## config.mk

```make
export PLATFORM = sky130hd
export DESIGN_NAME = fractional_pll_clock_generator
export DESIGN_NICKNAME = d
export VERILOG_FILES = /design/src/inc/clock_gen_pkg.sv /design/src/inc/divider_if.sv /design/src/hdl/fractional_pll_clock_generator.sv /design/src/hdl/clock_divider.sv
export SDC_FILE = /design/constraint.sdc
export NUM_CORES = 1
export LEC_CHECK = 0
export ABC_AREA = 1
export BUFFER_PORTS_ARGS = -buffer_cell sky130_fd_sc_hd__buf_2
export CAP_MARGIN = 10
export CORE_MARGIN = 2
export CORE_UTILIZATION = 40
export DETAILED_ROUTE_END_ITERATION = 16
export PLACE_DENSITY = 0.58
export SLEW_MARGIN = 20
export SYNTH_ARGS = -nofsm -noshare
export SYNTH_HDL_FRONTEND = slang
export SYNTH_SLANG_ARGS = --single-unit
```

## constraint.sdc

```tcl
create_clock -name i_mclk -period 7.75 [get_ports i_mclk]
set_input_delay 0.3875 -clock i_mclk [delete_from_list [all_inputs] [get_ports i_mclk]]
set_output_delay 0.3875 -clock i_mclk [all_outputs]
set_load 0.005 [all_outputs]
```

## src/inc/clock_gen_pkg.sv

```systemverilog
// constants, register map and field layout of the clock generator
// Overview of operation
// - three-bit reference field picks bit clock, master clock or general-purpose pin.
// - loop enable bit; cleared bypasses loop, external master clock then feeds internal clocks.
// - loop enable bit is set out of reset.
// - loop output is reference times R times K, divided by P.
// - K is integer J (1 to 63) plus fraction D in ten-thousandths.
// - P programmable 1 to 15, R programmable 1 to 16, with J and D.
// - sample rate is reference times K times R over 2048 times P.
// - P, J, D high, D low and R sit at registers 20 to 24.
// - seven-bit processor divider, seven-bit bit clock divider, eight-bit word clock divider.
// - processor and modulator clocks are loop output over their dividers.
// - charge-pump clock is modulator clock over its divider.
// - rate mismatch can arise only while the device is audio clock master.
package clock_gen_pkg;
    localparam logic [7:0] PAGE_CONFIG = 8'h00;
    localparam logic [7:0] ADDR_PLL_ON = 8'h04;
    localparam logic [7:0] ADDR_REF_SOURCE = 8'h0d;
    localparam logic [7:0] ADDR_PRE_DIVIDE = 8'h14;
    localparam logic [7:0] ADDR_INTEGER_MULT = 8'h15;
    localparam logic [7:0] ADDR_FRACTION_HIGH = 8'h16;
    localparam logic [7:0] ADDR_FRACTION_LOW = 8'h17;
    localparam logic [7:0] ADDR_POST_MULT = 8'h18;
    localparam logic [7:0] ADDR_PROCESSOR_DIVIDE = 8'h1b;
    localparam logic [7:0] ADDR_BITCLK_DIVIDE = 8'h20;
    localparam logic [7:0] ADDR_WORDCLK_DIVIDE = 8'h21;
    localparam int LOOP_ON_POS = 0;
    localparam int REF_SOURCE_LSB = 4;
    localparam int REF_SOURCE_MSB = 6;
    localparam int PRE_DIVIDE_MSB = 3;
    localparam int INTEGER_MULT_MSB = 5;
    localparam int FRACTION_HIGH_MSB = 5;
    localparam int POST_MULT_MSB = 3;
    localparam int PROCESSOR_DIVIDE_MSB = 6;
    localparam int BITCLK_DIVIDE_MSB = 6;
    localparam logic loop_on_bit_reset = 1'b1;
    localparam logic [2:0] REF_SOURCE_RESET = 3'h0;
    localparam logic [3:0] PRE_DIVIDE_RESET = 4'h1;
    localparam logic [5:0] INTEGER_MULT_RESET = 6'h08;
    localparam logic [13:0] FRACTION_RESET = 14'h0000;
    localparam logic [3:0] POST_MULT_RESET = 4'h0;
    localparam logic [7:0] DIVIDE_RESET = 8'h00;
    localparam logic [13:0] FRACTION_MAX = 14'h270f;
    localparam logic [19:0] FRACTION_SCALE = 20'h02710;
    localparam logic [5:0] J_MIN_FRACTIONAL = 6'h04;
    localparam logic [5:0] J_MAX_FRACTIONAL = 6'h0b;
    localparam logic [5:0] J_MIN_INTEGER = 6'h01;
    localparam logic [11:0] SAMPLE_RATIO = 12'h800;
    localparam int RATIO_WIDTH = 12;
    localparam int DIVIDER_COUNT = 7;
    localparam int DIV_PROCESSOR = 0;
    localparam int DIV_MODULATOR = 1;
    localparam int DIV_OVERSAMPLE = 2;
    localparam int DIV_CHARGE_PUMP = 3;
    localparam int DIV_BITCLK = 4;
    localparam int DIV_WORDCLK = 5;
    localparam int DIV_SAMPLE = 6;
    typedef enum logic [2:0] {
        REF_MASTER = 3'b000,
        REF_BITCLK = 3'b001,
        REF_GPIO = 3'b010
    } ref_source_type;
endpackage : clock_gen_pkg

```

## src/inc/divider_if.sv

```systemverilog
// carrier between the generator and one of its counting dividers
interface divider_if;
    logic src_tick;
    logic hold;
    logic [clock_gen_pkg::RATIO_WIDTH-1:0] ratio;
    logic out_tick;
    logic out_clk;
    modport div (input src_tick, input hold, input ratio, output out_tick, output out_clk);
    modport ctl (output src_tick, output hold, output ratio, input out_tick, input out_clk);
endinterface : divider_if

```

## src/hdl/fractional_pll_clock_generator.sv

```systemverilog
// register file, reference selection, loop coefficients and divider tree of the clock generator
module fractional_pll_clock_generator (
    input wire logic i_mclk,
    input wire logic i_reset_n,
    input wire logic [7:0] i_reg_page,
    input wire logic [7:0] i_reg_addr,
    input wire logic [7:0] i_reg_wdata,
    input wire logic i_reg_write,
    input wire logic i_reg_read,
    input wire logic i_master_clock_pin,
    input wire logic i_bit_clock_pin,
    input wire logic i_gpio_ref_pin,
    input wire logic i_loop_vco_out,
    input wire logic i_clock_master,
    input wire logic i_standby,
    input wire logic [7:0] i_modulator_divide_value,
    input wire logic [7:0] i_oversample_divide_value,
    input wire logic [7:0] i_charge_pump_divide_value,
    output logic [7:0] o_reg_rdata,
    output logic o_loop_enable,
    output logic o_loop_reference_in,
    output logic [3:0] o_pre_divide,
    output logic [4:0] o_post_mult,
    output logic [5:0] o_integer_mult,
    output logic [13:0] o_fraction_mult,
    output logic [23:0] o_loop_numerator,
    output logic o_coefficient_error,
    output logic o_rate_mismatch_possible,
    output logic o_processor_clock,
    output logic o_modulator_clock,
    output logic o_oversample_clock,
    output logic o_charge_pump_clock,
    output logic o_sample_rate_clock,
    output logic o_bit_clock_out,
    output logic o_bit_clock_oe,
    output logic o_word_clock_out,
    output logic o_word_clock_oe
);
    import clock_gen_pkg::*;

    function automatic logic [RATIO_WIDTH-1:0] to_ratio(input logic [7:0] value);
        // a zero divide value would stall the counter, so it runs as one
        to_ratio = (value == 8'h00) ? 12'h001 : {4'h0, value};
    endfunction : to_ratio

    function automatic logic [RATIO_WIDTH-1:0] plus_one(input logic [7:0] field);
        plus_one = {4'h0, field} + 12'h001;
    endfunction : plus_one

    ////////////////////////////////////////////////////////////////////////
    // configuration registers

    logic loop_on_bit;
    ref_source_type ref_source_field;
    logic [3:0] pre_divide_field;
    logic [5:0] integer_mult_field;
    logic [13:0] fraction_mult_field;
    logic [3:0] post_mult_field;
    logic [6:0] processor_divide_field;
    logic [6:0] bitclk_out_divide_field;
    logic [7:0] wordclk_out_divide_field;
    logic page_hit;

    assign page_hit = (i_reg_page == PAGE_CONFIG);

    always_ff @(posedge i_mclk or negedge i_reset_n) begin
        if (!i_reset_n) begin
            loop_on_bit <= loop_on_bit_reset;
            ref_source_field <= ref_source_type'(REF_SOURCE_RESET);
            pre_divide_field <= PRE_DIVIDE_RESET;
            integer_mult_field <= INTEGER_MULT_RESET;
            fraction_mult_field <= FRACTION_RESET;
            post_mult_field <= POST_MULT_RESET;
            processor_divide_field <= DIVIDE_RESET[6:0];
            bitclk_out_divide_field <= DIVIDE_RESET[6:0];
            wordclk_out_divide_field <= DIVIDE_RESET;
        end else if (i_reg_write && page_hit) begin
            unique case (i_reg_addr)
                ADDR_PLL_ON: loop_on_bit <= i_reg_wdata[LOOP_ON_POS];
                ADDR_REF_SOURCE: ref_source_field <= ref_source_type'(i_reg_wdata[REF_SOURCE_MSB:REF_SOURCE_LSB]);
                ADDR_PRE_DIVIDE: pre_divide_field <= i_reg_wdata[PRE_DIVIDE_MSB:0];
                ADDR_INTEGER_MULT: integer_mult_field <= i_reg_wdata[INTEGER_MULT_MSB:0];
                ADDR_FRACTION_HIGH: fraction_mult_field[13:8] <= i_reg_wdata[FRACTION_HIGH_MSB:0];
                ADDR_FRACTION_LOW: fraction_mult_field[7:0] <= i_reg_wdata;
                ADDR_POST_MULT: post_mult_field <= i_reg_wdata[POST_MULT_MSB:0];
                ADDR_PROCESSOR_DIVIDE: processor_divide_field <= i_reg_wdata[PROCESSOR_DIVIDE_MSB:0];
                ADDR_BITCLK_DIVIDE: bitclk_out_divide_field <= i_reg_wdata[BITCLK_DIVIDE_MSB:0];
                ADDR_WORDCLK_DIVIDE: wordclk_out_divide_field <= i_reg_wdata;
                default: ;
            endcase
        end
    end

    always_ff @(posedge i_mclk or negedge i_reset_n) begin
        if (!i_reset_n) begin
            o_reg_rdata <= 8'h00;
        end else if (i_reg_read) begin
            // unmapped addresses and other pages read zero
            if (!page_hit) begin
                o_reg_rdata <= 8'h00;
            end else begin
                unique case (i_reg_addr)
                    ADDR_PLL_ON: o_reg_rdata <= {7'h00, loop_on_bit};
                    ADDR_REF_SOURCE: o_reg_rdata <= {1'b0, ref_source_field, 4'h0};
                    ADDR_PRE_DIVIDE: o_reg_rdata <= {4'h0, pre_divide_field};
                    ADDR_INTEGER_MULT: o_reg_rdata <= {2'h0, integer_mult_field};
                    ADDR_FRACTION_HIGH: o_reg_rdata <= {2'h0, fraction_mult_field[13:8]};
                    ADDR_FRACTION_LOW: o_reg_rdata <= fraction_mult_field[7:0];
                    ADDR_POST_MULT: o_reg_rdata <= {4'h0, post_mult_field};
                    ADDR_PROCESSOR_DIVIDE: o_reg_rdata <= {1'b0, processor_divide_field};
                    ADDR_BITCLK_DIVIDE: o_reg_rdata <= {1'b0, bitclk_out_divide_field};
                    ADDR_WORDCLK_DIVIDE: o_reg_rdata <= wordclk_out_divide_field;
                    default: o_reg_rdata <= 8'h00;
                endcase
            end
        end
    end

    ////////////////////////////////////////////////////////////////////////
    // pin synchronisers: 0 master, 1 bit clock, 2 gpio, 3 loop output

    logic [3:0] pin_raw;
    logic [2:0] pin_sync [4];
    logic [3:0] pin_level;
    logic [3:0] pin_level_d;
    logic [3:0] pin_rise;

    assign pin_raw = {i_loop_vco_out, i_gpio_ref_pin, i_bit_clock_pin, i_master_clock_pin};
    assign pin_rise = pin_level & ~pin_level_d;

    always_ff @(posedge i_mclk or negedge i_reset_n) begin
        if (!i_reset_n) begin
            for (int k = 0; k < 4; k++) begin
                pin_sync[k] <= 3'h0;
            end
            pin_level <= 4'h0;
            pin_level_d <= 4'h0;
        end else begin
            for (int k = 0; k < 4; k++) begin
                pin_sync[k] <= {pin_sync[k][1:0], pin_raw[k]};
                // stage 0 feeds only stage 1; level moves when stages 1 and 2 agree
                if (pin_sync[k][2] == pin_sync[k][1]) begin
                    pin_level[k] <= pin_sync[k][1];
                end
            end
            pin_level_d <= pin_level;
        end
    end

    ////////////////////////////////////////////////////////////////////////
    // loop coefficients and reference

    logic [4:0] post_value;
    logic [3:0] pre_value;
    logic [13:0] fraction_value;
    logic [19:0] k_scaled;
    logic [23:0] next_numerator;
    logic next_coefficient_error;
    logic ref_level;

    always_comb begin
        // R field maps 0..15 onto 1..16, P field zero runs as one
        post_value = {1'b0, post_mult_field} + 5'h01;
        pre_value = (pre_divide_field == 4'h0) ? 4'h1 : pre_divide_field;
        fraction_value = (fraction_mult_field > FRACTION_MAX) ? FRACTION_MAX : fraction_mult_field;
        k_scaled = 20'(integer_mult_field * FRACTION_SCALE) + {6'h00, fraction_value};
        // numerator of reference x R x K, the loop divides by P
        next_numerator = 24'(k_scaled * post_value);
        // fractional limits on J and R
        if (fraction_value != 14'h0000) begin
            next_coefficient_error = (integer_mult_field < J_MIN_FRACTIONAL)
                || (integer_mult_field > J_MAX_FRACTIONAL) || (post_value != 5'h01);
        end else begin
            next_coefficient_error = (integer_mult_field < J_MIN_INTEGER);
        end
        unique case (ref_source_field)
            REF_BITCLK: ref_level = pin_level[1];
            REF_GPIO: ref_level = pin_level[2];
            default: ref_level = pin_level[0];
        endcase
    end

    always_ff @(posedge i_mclk or negedge i_reset_n) begin
        if (!i_reset_n) begin
            o_loop_enable <= 1'b0;
            o_loop_reference_in <= 1'b0;
            o_pre_divide <= 4'h1;
            o_post_mult <= 5'h01;
            o_integer_mult <= 6'h00;
            o_fraction_mult <= 14'h0000;
            o_loop_numerator <= 24'h000000;
            o_coefficient_error <= 1'b0;
            o_rate_mismatch_possible <= 1'b0;
        end else begin
            o_loop_enable <= loop_on_bit;
            o_loop_reference_in <= ref_level;
            o_pre_divide <= pre_value;
            o_post_mult <= post_value;
            o_integer_mult <= integer_mult_field;
            o_fraction_mult <= fraction_value;
            o_loop_numerator <= next_numerator;
            o_coefficient_error <= loop_on_bit && next_coefficient_error;
            // mismatch only as clock master with a fraction
            o_rate_mismatch_possible <= i_clock_master && loop_on_bit && (fraction_value != 14'h0000);
        end
    end

    ////////////////////////////////////////////////////////////////////////
    // divider tree

    divider_if div_bus [DIVIDER_COUNT] ();
    logic base_tick;

    // bypassed loop hands the tree to the master clock pin
    assign base_tick = loop_on_bit ? pin_rise[3] : pin_rise[0];

    // processor and modulator clocks from loop output
    assign div_bus[DIV_PROCESSOR].src_tick = base_tick;
    assign div_bus[DIV_PROCESSOR].ratio = plus_one({1'b0, processor_divide_field});
    assign div_bus[DIV_MODULATOR].src_tick = base_tick;
    assign div_bus[DIV_MODULATOR].ratio = to_ratio(i_modulator_divide_value);
    assign div_bus[DIV_OVERSAMPLE].src_tick = div_bus[DIV_MODULATOR].out_tick;
    assign div_bus[DIV_OVERSAMPLE].ratio = to_ratio(i_oversample_divide_value);
    assign div_bus[DIV_CHARGE_PUMP].src_tick = div_bus[DIV_MODULATOR].out_tick;
    assign div_bus[DIV_CHARGE_PUMP].ratio = to_ratio(i_charge_pump_divide_value);
    assign div_bus[DIV_BITCLK].src_tick = base_tick;
    assign div_bus[DIV_BITCLK].ratio = plus_one({1'b0, bitclk_out_divide_field});
    assign div_bus[DIV_WORDCLK].src_tick = div_bus[DIV_BITCLK].out_tick;
    assign div_bus[DIV_WORDCLK].ratio = plus_one(wordclk_out_divide_field);
    // sample rate is loop output over 2048
    assign div_bus[DIV_SAMPLE].src_tick = base_tick;
    assign div_bus[DIV_SAMPLE].ratio = SAMPLE_RATIO;

    genvar g;
    generate
        for (g = 0; g < DIVIDER_COUNT; g++) begin : gen_div
            // standby holds every divider at its start
            assign div_bus[g].hold = i_standby;
            clock_divider u_div (
                .i_mclk(i_mclk),
                .i_reset_n(i_reset_n),
                .bus(div_bus[g])
            );
        end
    endgenerate

    always_ff @(posedge i_mclk or negedge i_reset_n) begin
        if (!i_reset_n) begin
            o_processor_clock <= 1'b0;
            o_modulator_clock <= 1'b0;
            o_oversample_clock <= 1'b0;
            o_charge_pump_clock <= 1'b0;
            o_sample_rate_clock <= 1'b0;
            o_bit_clock_out <= 1'b0;
            o_word_clock_out <= 1'b0;
            o_bit_clock_oe <= 1'b0;
            o_word_clock_oe <= 1'b0;
        end else begin
            o_processor_clock <= div_bus[DIV_PROCESSOR].out_clk;
            o_modulator_clock <= div_bus[DIV_MODULATOR].out_clk;
            o_oversample_clock <= div_bus[DIV_OVERSAMPLE].out_clk;
            o_charge_pump_clock <= div_bus[DIV_CHARGE_PUMP].out_clk;
            o_sample_rate_clock <= div_bus[DIV_SAMPLE].out_clk;
            // audio clocks driven out only as clock master
            o_bit_clock_out <= i_clock_master && div_bus[DIV_BITCLK].out_clk;
            o_word_clock_out <= i_clock_master && div_bus[DIV_WORDCLK].out_clk;
            o_bit_clock_oe <= i_clock_master;
            o_word_clock_oe <= i_clock_master;
        end
    end

    ////////////////////////////////////////////////////////////////////////
    // checks

    logic reset_seen;
    always_ff @(posedge i_mclk or negedge i_reset_n) begin
        if (!i_reset_n) begin
            reset_seen <= 1'b1;
        end else begin
            reset_seen <= 1'b0;
        end
    end

    chk_loop_on_reset: assert property (@(posedge i_mclk) disable iff (!i_reset_n)
        reset_seen |-> loop_on_bit)
        else $error("loop not enabled after reset");
    chk_loop_on_write: assert property (@(posedge i_mclk) disable iff (!i_reset_n)
        (i_reg_write && page_hit && i_reg_addr == ADDR_PLL_ON) |=> ##1 (o_loop_enable == $past(i_reg_wdata[0], 2)))
        else $error("loop enable output does not follow its bit");
    chk_ref_select: assert property (@(posedge i_mclk) disable iff (!i_reset_n)
        (ref_source_field == REF_BITCLK) |=> (o_loop_reference_in == $past(pin_level[1])))
        else $error("reference mux picked the wrong source");
    chk_numerator_value: assert property (@(posedge i_mclk) disable iff (!i_reset_n)
        $stable(integer_mult_field) && $stable(post_mult_field) && $stable(fraction_mult_field)
        |=> o_loop_numerator == 24'((24'($past(integer_mult_field)) * 24'd10000 + 24'($past(fraction_value)))
            * 24'($past(post_value))))
        else $error("loop numerator wrong");
    chk_fraction_range: assert property (@(posedge i_mclk) disable iff (!i_reset_n)
        o_fraction_mult <= FRACTION_MAX)
        else $error("fraction beyond 9999");
    chk_post_range: assert property (@(posedge i_mclk) disable iff (!i_reset_n)
        (o_post_mult >= 5'h01) && (o_post_mult <= 5'h10) && (o_pre_divide != 4'h0))
        else $error("post or pre divide out of range");
    chk_fraction_error: assert property (@(posedge i_mclk) disable iff (!i_reset_n)
        (loop_on_bit && fraction_value != 14'h0000 && post_value != 5'h01) |=> o_coefficient_error)
        else $error("fractional R not flagged");
    chk_slave_quiet: assert property (@(posedge i_mclk) disable iff (!i_reset_n)
        !i_clock_master |=> (!o_bit_clock_oe && !o_word_clock_oe && !o_rate_mismatch_possible))
        else $error("audio clocks driven while slave");
    chk_bypass_tick: assert property (@(posedge i_mclk) disable iff (!i_reset_n)
        (!loop_on_bit && !i_standby && pin_rise[0] && div_bus[DIV_MODULATOR].ratio == 12'h001)
        |=> div_bus[DIV_MODULATOR].out_tick)
        else $error("bypass does not clock the tree from master clock");
    chk_read_back: assert property (@(posedge i_mclk) disable iff (!i_reset_n)
        (i_reg_read && page_hit && i_reg_addr == ADDR_POST_MULT) |=> (o_reg_rdata == {4'h0, $past(post_mult_field)}))
        else $error("post field read back wrong");

    cov_fraction_mode: cover property (@(posedge i_mclk) disable iff (!i_reset_n)
        loop_on_bit && fraction_value != 14'h0000 && !next_coefficient_error);
    cov_bypass: cover property (@(posedge i_mclk) disable iff (!i_reset_n)
        !loop_on_bit && div_bus[DIV_PROCESSOR].out_tick);
    cov_master_word: cover property (@(posedge i_mclk) disable iff (!i_reset_n)
        i_clock_master && $rose(o_word_clock_out));
endmodule : fractional_pll_clock_generator

```

## src/hdl/clock_divider.sv

```systemverilog
// counting divider: one output period per ratio source ticks
module clock_divider (
    input wire logic i_mclk,
    input wire logic i_reset_n,
    divider_if.div bus
);
    import clock_gen_pkg::*;

    logic [RATIO_WIDTH-1:0] count;
    logic [RATIO_WIDTH-1:0] next_count;
    logic [RATIO_WIDTH-1:0] high_len;
    logic wrap;

    always_comb begin
        wrap = (count >= bus.ratio - 1'b1);
        next_count = wrap ? '0 : count + 1'b1;
        // odd ratios get the longer half high
        high_len = bus.ratio - (bus.ratio >> 1);
    end

    always_ff @(posedge i_mclk or negedge i_reset_n) begin
        if (!i_reset_n) begin
            count <= '0;
            bus.out_clk <= 1'b0;
            bus.out_tick <= 1'b0;
        end else if (bus.hold) begin
            count <= '0;
            bus.out_clk <= 1'b0;
            bus.out_tick <= 1'b0;
        end else if (bus.src_tick) begin
            count <= next_count;
            bus.out_clk <= (next_count < high_len);
            bus.out_tick <= wrap;
        end else begin
            bus.out_tick <= 1'b0;
        end
    end

    chk_tick_one_cycle: assert property (@(posedge i_mclk) disable iff (!i_reset_n)
        bus.out_tick |=> !bus.out_tick)
        else $error("divider tick lasted more than one cycle");
    chk_hold_quiet: assert property (@(posedge i_mclk) disable iff (!i_reset_n)
        bus.hold |=> (!bus.out_tick && !bus.out_clk))
        else $error("divider active while held");
endmodule : clock_divider

```

Word-level counts from Yosys, hierarchy flattened
Index checks and enable logic that the tools add are counted.

cells by class
  add/subtract/negate cells = 24
  $mul = 2
  order comparisons = 18
  eq/ne operators = 17
  mux-type cells = 49
  bitwise operators = 2
  reductions and logical operators = 27

operator list
  cell                   number
  $mux 12                21
  $add 12x1->12 const B  7
  $pmux 8 s10            1
  $ge 12x12->1           6
  $lt 12x12->1           6
  $eq 8x5->1 const B     6
  $sub 8x1->9 const B    5
  $sub 8x7->9            5
  $logic_not 8->1        4
  $mux 8                 4
  $mul 20x5->24          1
  $add 20x14->20         1
  $mux 1                 20
  $reduce_and 2->1       10
  $add 7x1->8 const B    2
  $eq 8x6->1 const B     2
  $mul 6x10->16 const B  1
  $gt 14x14->1 const B   1
  $mux 14                1
  $reduce_bool 14->1     1
  $ge 12x11->1 const B   1
  $lt 12x11->1 const B   1
  $sub 9x1->10 const B   1
  $sub 9x8->10           1
  other kinds (19)       30

word-level totals
  flip-flop bits (word level) = 240
  bits of input ports = 58
  output and inout bits = 74
  word-level logic and storage cells = 192

Logic depth before layout (Yosys ltp)
  depth in word-level cells = 8
  mapped depth = 37
  mapped depth without buffers = 37

Hierarchy
From an unflattened synthesis, not the netlist that was laid out.

unflattened totals
  cell total of the unflattened synthesis = 3405
  area total of the unflattened synthesis = 25488.2 um^2

modules (own cells, without submodules)
  module                                 instances  cells an instance  area each (um^2)  seq. area each (um^2)
  fractional_pll_clock_generator         1          1217               10199.8           3634.7
  clock_divider at gen_div[0].u_div ...  4          311                2182.1            350.3
  clock_divider at gen_div[4].u_div      1          317                2202.1            350.3
  clock_divider at gen_div[3].u_div      1          315                2179.6            350.3
  clock_divider at gen_div[2].u_div      1          312                2178.3            350.3

Least setup slack after synthesis
No wires, ideal clock.

  kind = reg-to-reg
  from = reg integer_mult_field[1]
  to = reg o_loop_numerator[20]
  setup time = 0.079 ns
  arrival time = 6.191 ns
  data required time = 7.671 ns
  setup slack = 1.480 ns
  cell stages (with the launch flop) = 27
  path buffers = 0
  period minus slack after synthesis = 6.270 ns
  cells stage by stage = dfrtp_1 -> inv_1 -> fa_1 -> fa_1 -> inv_1 -> ha_1 -> inv_1 -> fa_1 -> xnor2_1 -> ha_1 -> a21oi_1 -> nand3b_1 -> nand3_2 -> nand2_1 -> xor2_2 -> nor2_1 -> fa_1 -> fa_1 -> inv_1 -> fa_1 -> inv_1 -> ha_1 -> nand2_1 -> nor4_1 -> nand3_1 -> nand3_1 -> xor2_1

between the ends
  word-level cells in the longest chain between the ends = 3

RTL lines
  item                    RTL line                               source
  from (decl)             fractional_pll_clock_generator.sv:56   logic [5:0] integer_mult_field;
  from (signal assigned)  fractional_pll_clock_generator.sv:82   ADDR_INTEGER_MULT: integer_mult_field <= i_reg_wdata[INTEGER_MULT_MSB:0];
  $mul 6x10->16           fractional_pll_clock_generator.sv:166  k_scaled = 20'(integer_mult_field * FRACTION_SCALE) + {6'h00, fraction_value};
  $add 20x14->20          fractional_pll_clock_generator.sv:166
  $mul 20x5->24           fractional_pll_clock_generator.sv:168  next_numerator = 24'(k_scaled * post_value);
  via next_numerator[20]  fractional_pll_clock_generator.sv:157  logic [23:0] next_numerator;
  to (signal assigned)    fractional_pll_clock_generator.sv:201  o_loop_numerator <= next_numerator;
  to (decl)               fractional_pll_clock_generator.sv:26   output logic [23:0] o_loop_numerator,

The timed path passes the listed nets, and every way through them passes these cells.
A chain may end at the register's enable or synchronous reset.

Worst setup path in the final report
  from = reg integer_mult_field[1]
  to = reg o_loop_numerator[23]

Same word-level chain as after synthesis.

==> summary.txt <==
Outcome
  • Status: finished, final reports clean

Clocking
  • Total CTS buffers: 28
  • Max Root-Sink Buffers: 3
  • Root Driver: clkbuf_16
  • CTS tree: yes
  • CTS resizes: 0
  • Clock Latency Late Sink: 0.60 ns
  • Clk slew on worst S/H paths: 0.06 ns
  • Htree depth: 1
  • Setup Buffers After CTS: 0
  • CTS Sinks: 238
  • Hold buffers post-CTS: 5

Critical path
  • R2R Path Start: integer_mult_field[1]
  • Setup crit end kind: flip-flop
  • Reg-to-reg endpoint: o_loop_numerator[23]
  • Crit path from: integer_mult_field[1]
  • Startpoint Class: flip-flop
  • Critical-path top delay cell: fa_1
  • Worst R2R Setup Slack: 0.74 ns
  • R2r worst-path depth: 30
  • Crit path capture: o_loop_numerator[23]
  • Worst-path fanout max: 8
  • Worst path max stage delay: 0.55 ns
  • Critical path type: flip-flop to flip-flop
  • CP required: 8.20 ns
  • Critical path arrival: 7.46 ns

GRT
  • Final global-route overflow total: 0
  • Grt peak-use layer: met2
  • Met2 usage: 33.7%
  • First-pass GRT wire length: 88900 um
  • Largest net degree at the start of global routing: 112
  • M3 GR Usage: 2.60%
  • Initial antenna violation count: 2
  • Met1 Usage GRT: 26.5%
  • Vias in the first global route: 18163
  • GRT Total Usage: 19.8%

STA
  • Final Critical Period: 7.01 ns
  • Final Skew: 0.0511 ns
  • Post-route setup slack: 0.737 ns
  • Max-slew violations: 0
  • Final worst-path cycle share: 90.5%
  • FMAX: 143 MHz
  • WHS: 0.0402 ns
  • # setup viols final: 0
  • Worst slew pin tran: 1.01 ns
  • Max-slew headroom: 33.0%
  • RSZ-0062 raised after global routing: no
  • Setup TNS: 0 ns
  • Hold Vio Cnt, Final: 0

Yosys
  • Synth warn: 0
  • Register bit total from synthesis: 238
  • Cell taking the most area after synthesis: dfrtp_1
  • Syn_nets: 3147
  • Post-synth EDFFs: 0
  • Syn_area_per_cell: 7.77 um^2
  • Primary FF master, synth: dfrtp_1
  • Sequential area share after synthesis: 28.3%
  • Synth cell types: 55
  • Share of the synthesized area in the top cell type: 27.6%
  • Mapped Cells: 2717
  • Synth area leaders: dfrtp_1, ha_1, nand2_1
  • Asr flop ratio synth: 100%
  • Post-Syn Area: 0.0211 mm^2

Detailed routing
  • Routed wire length: 52800 um
  • Vias/cell: 5.08
  • Initial DRC Count: 1090
  • Number of remaining DRC errors: 0
  • Via Count: 18136
  • WL per Instance: 14.8 um
  • Initial DRT Pass Iterations: 6
  • Antenna-violating nets left: 0

Die
  • Initial cell density of the core: 40.3%
  • Floorplan core area: 0.0523 mm^2
  • Row cnt: 84
  • Die area: 0.0546 mm^2
  • Die H: 234 um
  • I/O pins: 132
  • Die Width: 234 um

Place
  • Dpl hpwl: 41400 um
  • Dpl ws: 0.833 ns
  • GPL Wtd Cong: 0.937
  • # port buffers: 131

Cells and area
  • Layout area overhead: 11.8%
  • Fill count: 5242
  • Final #Nets: 3288
  • Layout cell share with drive strength beyond 1: 8.47%

Min path
  • HP Class: input port to flip-flop

Power and ir drop
  • Leak Pwr: 12.7 nW
  • Peak supply drop: 0.166 mV
  • PD cells: 128 mW/mm^2

Run
  • Max cap viols: 0
[metal layers]
layer / routed length [um] / vias up
li1: - / 9115
met1: 24600 / 8586
met2: 24700 / 349
met3: 2240 / 86
met4: 1250 / 0
met5: 0 / -
[cell usage after synthesis (13+ instances only)]
master	count
nand2_1	541
inv_1	458
ha_1	308
dfrtp_1	233
nor2_1	230
o21ai_0	170
a21oi_1	141
nand3_1	120
xor2_1	91
fa_1	64
o22ai_1	57
xnor2_1	40
nand4_1	32
nor3_1	31
clkbuf_1	23
nand3b_1	13
or2_2	13
[critical path: cells and delay by family (launching register included)]
kind                       cells  cell delay [ns]
xor gates and xnor gates       1             0.14
and+or+nand+nor                8             0.65
adders and majority gates      9             3.92
DFF                            1             0.52
AOI/OAI and AO/OA              5             1.06
buffers and inverters          7             0.57
[how the worst min path moves through the flow]
stage / start / to / slack, ns / depth (start not counted)
floorplan: i_reset_n / bitclk_out_divide_field[0] / 0.09 / 0
global placement: pin_sync[6] / pin_sync[7] / 0.33 / 0
detailed placement: pin_sync[3] / pin_sync[4] / 0.33 / 0
CTS: i_clock_master / o_word_clock_oe / 0.0004 / 1
global route: i_clock_master / o_word_clock_oe / 0.01 / 1
finish: i_clock_master / o_word_clock_oe / 0.04 / 1
[sequential cells by signal (all words and copies together) (netlist names), 3 cells and up]
| register | cells |
|---|---|
| bitclk_out_divide_field | 7 |
| fraction_mult_field | 14 |
| o_reg_rdata | 8 |
| gen_div.u_div.bus.out_clk | 7 |
| o_post_mult | 5 |
| pin_sync | 12 |
| o_pre_divide | 4 |
| o_fraction_mult | 14 |
| wordclk_out_divide_field | 8 |
| pin_level | 4 |
| post_mult_field | 4 |
| processor_divide_field | 7 |
| integer_mult_field | 6 |
| o_loop_numerator | 24 |
| gen_div.u_div.count | 84 |
| pre_divide_field | 4 |
| o_integer_mult | 6 |
| ref_source_field | 3 |
[cell families after synthesis]
logic type | synth area share [%]
DFF | 28.3
buffers and inverters | 8.91
xor gates and xnor gates | 5.88
and+or+nand+nor | 21.2
adders and majority gates | 24.5
AOI/OAI and AO/OA | 11.2
[layout by cell type (no fill, tap or decap), types with 64 or more instances in the layout]
cell / count
ha_1: 308
nand3_1: 120
inv_1: 458
dfrtp_1: 233
fa_1: 64
nor2_1: 230
xor2_1: 91
a21oi_1: 141
nand2_1: 541
o21ai_0: 170
buf_2: 130
[area by class of cell]
cell class                      count  area [um^2]  area share (%)
Multi-Input combinational cell   1980        13300            56.2
Sequential cell                   238         5960            25.3
Inverter                          468         1760            7.45
Tap cell                          688          861            3.65
Timing Repair Buffer              142          761            3.22
Clock buffer                       33          729            3.09
Clock inverter                     19          262            1.11
Antenna cell                        1         2.50          0.0106
[metrics by stage]
step                cells  power (mW)  instance area, um^2  utilization, %
floorplan            2717        1.49                21100               -
global placement     3511        1.60                22500            43.1
detailed placement   3511        1.61                22500            43.1
CTS                  3568        3.07                23600            45.1
global route         3568        3.17                23600            45.1
finish               3569        3.01                23600            45.1
[power by group]
part           switching [mW]  leakage, nW  internal (mW)  total [mW]
clock                   0.580        0.484          0.847        1.43
sequential             0.0129         3.24           1.26        1.28
combinational           0.202         9.00          0.107       0.309
total                   0.795         12.7           2.22        3.01
Power figures use the tool's default switching activity.
